## src/core/btsc_pkg.sv

```systemverilog
// Package for the bit-test-skip-if-clear execution block.
// Assumes a 16-bit instruction word and an 8-bit data memory with 12-bit addresses.
package btsc_pkg;
    localparam int          INSTR_W     = 16;
    localparam int          DATA_W      = 8;
    localparam int          ADDR_W      = 12;
    localparam int          BANK_W      = 4;
    localparam logic [3:0]  OPC_BTSC    = 4'hb;
    localparam int          OPC_HI      = 15;
    localparam int          OPC_LO      = 12;
    localparam int          BSEL_HI     = 11;
    localparam int          BSEL_LO     = 9;
    localparam int          BANKF_POS   = 8;
    localparam int          FADR_HI     = 7;
    localparam int          FADR_LO     = 0;
    // Quick-access bank: low half maps to bank 0, high half to the top bank.
    localparam logic [7:0]  ACC_SPLIT   = 8'h80;
    localparam logic [3:0]  ACC_HI_BANK = 4'hf;
    localparam logic [3:0]  ACC_LO_BANK = 4'h0;
    localparam logic [1:0]  NOP_ONE     = 2'h1;
    localparam logic [1:0]  NOP_TWO     = 2'h2;
    localparam logic [1:0]  NOP_NONE    = 2'h0;
    typedef enum logic [1:0] {Q1, Q2, Q3, Q4} btsc_phase_t;
endpackage : btsc_pkg

```

## src/core/btsc_addr_res.sv

```systemverilog
// Data-memory address resolver for the banked operand field.
// Assumes the bank select value is stable across the instruction cycle.
`timescale 1ns/1ps
module btsc_addr_res
    import btsc_pkg::*;
(
    input  wire logic [7:0]        fileAddr,
    input  wire logic              bankFlag,
    input  wire logic [BANK_W-1:0] bankSel,
    output logic [ADDR_W-1:0]      dataAddr
);
    // The quick-access bank ignores bank select entirely.
    always_comb begin
        if (bankFlag) begin
            dataAddr = {bankSel, fileAddr}; // RQ5
        end else if (fileAddr < ACC_SPLIT) begin
            dataAddr = {ACC_LO_BANK, fileAddr}; // RQ4
        end else begin
            dataAddr = {ACC_HI_BANK, fileAddr}; // RQ4
        end
    end
endmodule : btsc_addr_res

```

## src/core/btsc_exec.sv

```systemverilog
// Execution control for the bit-test-skip-if-clear instruction.
// Assumes the core pulses cycleStart once per four-clock cycle (phases are counted here) and that the fetch
// pipeline flags whether the prefetched word starts a two-word instruction.
`timescale 1ns/1ps
// Operation
// [RQ1] Decode opcode 1011, bit, bank flag, address
// [RQ2] Skip next instruction when tested bit clear
// [RQ3] Discard prefetch, one no-operation cycle substituted
// [RQ4] Bank flag zero selects quick-access bank
// [RQ5] Bank flag one uses bank select register
// [RQ6] Two-word skipped instruction costs two no-operations
// [RQ7] Bit field picks bit; flags untouched
module btsc_exec
    import btsc_pkg::*;
(
    input  wire logic               clk,
    input  wire logic               reset,
    input  wire logic               cycleStart,
    input  wire logic [INSTR_W-1:0] instrWord,
    input  wire logic               instrValid,
    input  wire logic               nextIsTwoWord,
    input  wire logic [BANK_W-1:0]  bankSel,
    input  wire logic [DATA_W-1:0]  readData,
    output logic [ADDR_W-1:0]       dataAddr,
    output logic                    dataRead,
    output logic                    discardFetch,
    output logic                    nopCycle,
    output logic                    skipTaken,
    output logic                    statusWrite
);
    btsc_phase_t         phase_q, phase_d;
    logic [1:0]          nopLeft_q, nopLeft_d;
    logic                active_q, active_d;
    logic [2:0]          bitSel_q, bitSel_d;
    logic                skip_q, skip_d;
    logic                discard_q, discard_d;
    logic                nopNow_q, nopNow_d;
    logic                isOurs;

    // Opcode match on the leading nibble.
    assign isOurs = instrValid && (instrWord[OPC_HI:OPC_LO] == OPC_BTSC); // RQ1

    btsc_addr_res uAddr (
        .fileAddr (instrWord[FADR_HI:FADR_LO]),
        .bankFlag (instrWord[BANKF_POS]),
        .bankSel  (bankSel),
        .dataAddr (dataAddr)
    );

    // The operand is read from Q1 through Q3 of the test cycle, dropping once the bit is tested.
    assign dataRead    = active_q;
    // This instruction never touches the arithmetic status flags.
    assign statusWrite = 1'b0; // RQ7
    // Marks the whole substituted cycle, so the core sees which execute cycle was emptied.
    assign nopCycle    = nopNow_q; // RQ3
    assign discardFetch = discard_q;
    assign skipTaken   = skip_q;

    // Next-state logic: phase counter, test latch and the skip sequencer.
    // The bit is tested at Q3 so the read data has settled since Q2.
    always_comb begin
        phase_d   = phase_q;
        nopLeft_d = nopLeft_q;
        active_d  = active_q;
        bitSel_d  = bitSel_q;
        nopNow_d  = nopNow_q;
        skip_d    = 1'b0;
        discard_d = 1'b0;
        case (phase_q)
            Q1: phase_d = Q2;
            Q2: phase_d = Q3;
            Q3: phase_d = Q4;
            Q4: phase_d = Q1;
            default: phase_d = Q1;
        endcase
        if (cycleStart) begin
            phase_d = Q1;
            if (nopLeft_q != NOP_NONE) begin
                // A refused word opens a substituted cycle; the flag holds until the next cycleStart.
                nopLeft_d = nopLeft_q - NOP_ONE;
                nopNow_d  = 1'b1; // RQ3
                active_d  = 1'b0;
            end else begin
                nopNow_d = 1'b0;
                active_d = isOurs; // RQ1
                bitSel_d = instrWord[BSEL_HI:BSEL_LO];
            end
        end
        if (active_q && phase_q == Q3) begin
            active_d = 1'b0;
            if (!readData[bitSel_q]) begin // RQ2 RQ7
                skip_d    = 1'b1;
                discard_d = 1'b1; // RQ3
                nopLeft_d = nextIsTwoWord ? NOP_TWO : NOP_ONE; // RQ6
            end
        end
    end

    // Registers; synchronous reset to idle.
    always_ff @(posedge clk) begin
        if (reset) begin
            phase_q   <= Q1;
            nopLeft_q <= NOP_NONE;
            active_q  <= 1'b0;
            bitSel_q  <= 3'h0;
            skip_q    <= 1'b0;
            discard_q <= 1'b0;
            nopNow_q  <= 1'b0;
        end else begin
            phase_q   <= phase_d;
            nopLeft_q <= nopLeft_d;
            active_q  <= active_d;
            bitSel_q  <= bitSel_d;
            skip_q    <= skip_d;
            discard_q <= discard_d;
            nopNow_q  <= nopNow_d;
        end
    end
endmodule : btsc_exec

```

## config.mk

```make
export PLATFORM = sky130hd
export DESIGN_NAME = btsc_exec
export DESIGN_NICKNAME = d
export VERILOG_FILES = /design/src/core/btsc_pkg.sv /design/src/core/btsc_addr_res.sv /design/src/core/btsc_exec.sv
export SDC_FILE = /design/constraint.sdc
export NUM_CORES = 1
export LEC_CHECK = 0
export BUFFER_PORTS_ARGS = -buffer_cell sky130_fd_sc_hd__buf_2
export CORE_MARGIN = 5
export CORE_UTILIZATION = 39
export CTS_BUF_LIST = sky130_fd_sc_hd__clkbuf_2 sky130_fd_sc_hd__clkbuf_4 sky130_fd_sc_hd__clkbuf_8
export CTS_CLUSTER_DIAMETER = 50
export DETAILED_ROUTE_END_ITERATION = 16
export PLACE_DENSITY = 0.86
export SLEW_MARGIN = 10
export SYNTH_ARGS = -nofsm -noshare
export SYNTH_HDL_FRONTEND = slang
export SYNTH_SLANG_ARGS = --single-unit
```

## constraint.sdc

```tcl
create_clock -name clk -period 2.4 [get_ports clk]
set_input_delay 0.48 -clock clk [delete_from_list [all_inputs] [get_ports clk]]
set_output_delay 0.48 -clock clk [all_outputs]
set_load 0.01 [all_outputs]
```

==> impl_results.html <==
<table>
<tr><th>Metric</th><th>Value</th></tr>
<tr><th colspan="2">Status</th></tr>
<tr><td>Status</td><td>finished clean</td></tr>
<tr><th colspan="2">Critical path</th></tr>
<tr><td>Slowest stage delay, CP</td><td>0.53 ns</td></tr>
<tr><td>CP max-delay cell</td><td>sky130_fd_sc_hd__mux4_2</td></tr>
<tr><td>Data arrival time of the critical path</td><td>1.89 ns</td></tr>
<tr><td>Total buffers and inverters traversed by the critical path</td><td>0</td></tr>
<tr><td>Nature of the critical path endpoint</td><td>flop</td></tr>
<tr><td>Worst Path Required</td><td>2.56 ns</td></tr>
<tr><td>Flop-to-flop setup slack</td><td>0.68 ns</td></tr>
<tr><td>Critical path class</td><td>flop to flop</td></tr>
<tr><td>Largest delay share family, worst path</td><td>multiplexers</td></tr>
<tr><td>Cell-by-cell trace of the critical path</td><td>mux4_2 -&gt; nor2b_4 -&gt; o311a_1 -&gt; o21ba_1</td></tr>
<tr><td>Maximum fanout along the worst path</td><td>4</td></tr>
<tr><td>Sort of element at the start of the critical path</td><td>flop</td></tr>
<tr><th colspan="2">Timing</th></tr>
<tr><td>Final setup violation count</td><td>0</td></tr>
<tr><td>Total negative slack</td><td>0 ns</td></tr>
<tr><td>Setup repair after global routing missed its margin</td><td>false</td></tr>
<tr><td>Final Slew Violations</td><td>0</td></tr>
<tr><td>Post-layout minimum cycle time</td><td>1.72 ns</td></tr>
<tr><td>Maximum clock frequency</td><td>580 MHz</td></tr>
<tr><td>Hold violation total from the final report</td><td>0</td></tr>
<tr><td>Final setup slack of the worst path</td><td>0.676 ns</td></tr>
<tr><td>Worst clock skew on the final layout</td><td>0.000913 ns</td></tr>
<tr><td>Final worst-path cycle share</td><td>71.8%</td></tr>
<tr><th colspan="2">Logic synthesis</th></tr>
<tr><td>Synthesized area per cell</td><td>9.03 sq um</td></tr>
<tr><td>Flop and latch count out of synthesis</td><td>10</td></tr>
<tr><td>Total nets after synthesis</td><td>103</td></tr>
<tr><td>Count of mapped cells out of synthesis</td><td>68</td></tr>
<tr><td>Number of distinct library cells after synthesis</td><td>24</td></tr>
<tr><td>Mapped cell area</td><td>614 sq um</td></tr>
<tr><td>Portion of the post-synthesis area used by sequential elements</td><td>32.6%</td></tr>
<tr><td>Syn. warnings</td><td>0</td></tr>
<tr><th colspan="2">Drt</th></tr>
<tr><td>Routed via count</td><td>546</td></tr>
<tr><td>Initial DRT Pass Iterations</td><td>4</td></tr>
<tr><td>Drt wl/cell</td><td>12.2 microns</td></tr>
<tr><td>Number of remaining DRC errors</td><td>0</td></tr>
<tr><td>Average via count per standard cell</td><td>4.92</td></tr>
<tr><td>1st-iter DRT viols</td><td>9</td></tr>
<tr><td>Final WL</td><td>1.35 mm</td></tr>
<tr><td>Post-route ant nets</td><td>0</td></tr>
<tr><th colspan="2">Floorplan</th></tr>
<tr><td>Die Footprint</td><td>2470 sq um</td></tr>
<tr><td>Number of placed I/O pins</td><td>50</td></tr>
<tr><td>Vertical extent of the die</td><td>49.7 microns</td></tr>
<tr><td>Area of the placeable core</td><td>1510 sq um</td></tr>
<tr><td>Initial cell density of the core</td><td>40.8%</td></tr>
<tr><td>Core Rows</td><td>14</td></tr>
<tr><td>Die Wd</td><td>49.7 microns</td></tr>
<tr><th colspan="2">CTS</th></tr>
<tr><td>CTS clk-pin slew, worst paths</td><td>0.07 ns</td></tr>
<tr><td>Worst skew pair latency</td><td>0.26 ns</td></tr>
<tr><td>Number of buffers added to fix hold violations after cts</td><td>0</td></tr>
<tr><td>TritonCTS clock tree</td><td>yes</td></tr>
<tr><td>Post-cts resize count</td><td>0</td></tr>
<tr><td>CTS H-tree depth</td><td>1</td></tr>
<tr><td>Clock tree buffer depth</td><td>2</td></tr>
<tr><td>Clock Root Buffer</td><td>sky130_fd_sc_hd__clkbuf_4</td></tr>
<tr><td>Number of buffers created by CTS</td><td>3</td></tr>
<tr><td>Number of buffers inserted by post-CTS setup repair</td><td>0</td></tr>
<tr><td>Number of sinks handled by clock tree synthesis</td><td>10</td></tr>
<tr><th colspan="2">Worst hold path</th></tr>
<tr><td>Worst hold path type</td><td>input port to flop</td></tr>
<tr><th colspan="2">Power</th></tr>
<tr><td>Share of total power in combinational logic</td><td>17.2%</td></tr>
<tr><td>Total power of the final layout</td><td>0.399 mW</td></tr>
<tr><td>Sequential cell fraction of total power</td><td>44.3%</td></tr>
<tr><td>Switch share</td><td>24.6%</td></tr>
<tr><td>Clock share of power</td><td>38.5%</td></tr>
<tr><td>Ratio of total power to cell area</td><td>526 nW/um^2</td></tr>
<tr><td>Cell-internal power</td><td>0.301 mW</td></tr>
<tr><td>Power spent charging and discharging nets</td><td>0.0983 mW</td></tr>
<tr><td>Static leakage power</td><td>0.396 nW</td></tr>
<tr><td>Worst IR drop on VDD</td><td>0.336 mV</td></tr>
<tr><th colspan="2">Cells and area</th></tr>
<tr><td>Ant diodes</td><td>0</td></tr>
<tr><td>Fraction of final layout cells sized beyond drive strength 1</td><td>44.2%</td></tr>
<tr><td>Most common library cell in the layout ignoring fill and taps</td><td>sky130_fd_sc_hd__buf_2</td></tr>
<tr><td>Area Overhead vs Synth</td><td>23.4%</td></tr>
<tr><td>Commonest cells after routing, fill and taps aside</td><td>34 x sky130_fd_sc_hd__buf_2, 10 x sky130_fd_sc_hd__nand2_1, 10 x sky130_fd_sc_hd__dfxtp_1, 6 x sky130_fd_sc_hd__nor2_1, 5 x sky130_fd_sc_hd__mux2i_1</td></tr>
<tr><td>Final cell area excluding filler cells</td><td>758 sq um</td></tr>
<tr><td>Final core utilization</td><td>50.3%</td></tr>
<tr><td>Final nets</td><td>131</td></tr>
<tr><th colspan="2">GRT</th></tr>
<tr><td>Global-route total usage across every layer</td><td>11.5%</td></tr>
<tr><td>Vias in the first global route</td><td>516</td></tr>
<tr><td>Maximum number of pins on one net before global-route repair</td><td>11</td></tr>
<tr><td>Wire length of the first global-routing pass</td><td>2.24 mm</td></tr>
<tr><td>Global-route congestion overflow total</td><td>0</td></tr>
<tr><td>Antenna violations before repair</td><td>0</td></tr>
<tr><th colspan="2">Placed design</th></tr>
<tr><td>IO Port Bufs</td><td>34</td></tr>
<tr><td>GPL Wtd Cong</td><td>0.675</td></tr>
<tr><td>Instance area after placement</td><td>722 sq um</td></tr>
<tr><td>Worst slack after detailed placement</td><td>0.552 ns</td></tr>
<tr><td>HPWL after DPL</td><td>1.15 mm</td></tr>
<tr><th colspan="2">Job</th></tr>
<tr><td>Max Cap Violations</td><td>0</td></tr>
</table>
## synthesized netlist by cell type
cell | instances | share of area [%]
sky130_fd_sc_hd__nor3_1 | 2 | 1.6
sky130_fd_sc_hd__and4b_1 | 1 | 1.6
sky130_fd_sc_hd__nand2b_1 | 3 | 3.1
sky130_fd_sc_hd__ha_1 | 2 | 4.1
sky130_fd_sc_hd__a32oi_1 | 1 | 1.4
sky130_fd_sc_hd__mux2i_1 | 5 | 8.1
sky130_fd_sc_hd__nor2b_4 | 1 | 2.2
sky130_fd_sc_hd__nand2_1 | 10 | 6.1
sky130_fd_sc_hd__buf_4 | 11 | 13
sky130_fd_sc_hd__inv_1 | 3 | 1.8
sky130_fd_sc_hd__a211oi_1 | 1 | 1.2
sky130_fd_sc_hd__conb_1 | 1 | 0.61
sky130_fd_sc_hd__o22ai_2 | 1 | 2.0
sky130_fd_sc_hd__and3b_1 | 1 | 1.4
sky130_fd_sc_hd__o21ba_1 | 1 | 1.6
sky130_fd_sc_hd__nor4b_2 | 1 | 2.4
sky130_fd_sc_hd__dfxtp_1 | 10 | 33
sky130_fd_sc_hd__nor3b_1 | 2 | 2.4
sky130_fd_sc_hd__nor2_1 | 6 | 3.7
sky130_fd_sc_hd__mux4_2 | 1 | 3.7
sky130_fd_sc_hd__o311a_1 | 1 | 1.6
sky130_fd_sc_hd__nor4_1 | 1 | 1.0
sky130_fd_sc_hd__a21oi_1 | 1 | 0.81
sky130_fd_sc_hd__o31ai_1 | 1 | 1.2
## state kept, by name (all words and copies together) (netlist names)
register	cells
bitSel_q	3
dataRead	1
discardFetch	1
nopCycle	1
nopLeft_q	2
phase_q	2
## final cells by class
class,instances,area [sq um]
clock buffer,4,36.3
sequential,10,200
inverter,3,11.3
timing repair buffer,34,170
fill,148,748
tap,16,20.0
multi-input combinational,44,320
## path summary, 6_finish.rpt
check              startpoint           end  cells after the start
setup reg to reg  bitSel_q[0]  nopLeft_q[1]                      4
hold / removal     cycleStart    phase_q[1]                      2
setup / recovery  bitSel_q[0]  nopLeft_q[1]                      4
hold reg to reg      nopCycle      nopCycle                      2
## power by group through the flow
stage	sequential [mW]	combinational [mW]	clock, mW
finish	0.177	0.0686	0.154
global route	0.178	0.0784	0.163
CTS	0.177	0.0697	0.156
detailed placement	0.181	0.0695	0
global placement	0.180	0.0674	0
floorplan	0.180	0.0524	0
## metal layers
| metal | track usage (%) | routed length (microns) | vias up |
|---|---|---|---|
| li1 | - | - | 279 |
| met1 | 12.1 | 470 | 235 |
| met2 | 19.7 | 692 | 24 |
| met3 | 2.41 | 127 | 8 |
| met4 | 8.73 | 58 | 0 |
| met5 | 0 | 0 | - |
## cells by family after synthesis
logic type | synth area share (%)
adder cells (fa/ha/maj) | 4.07
AND/OR/NAND/NOR | 25.7
AO/OA/AOI/OAI | 9.98
buffers and inverters | 15.3
multiplexers | 11.8
other | 0.610
flip-flops | 32.6
## metrics by stage
step                      hold slack (ns)  instances
after floorplan                     0.505         68
after global placement              0.478        107
after detailed placement            0.478        107
after CTS                           0.452        111
after global routing                0.474        111
final                               0.453        111
Note: power is estimated with default switching activity, not from simulation.
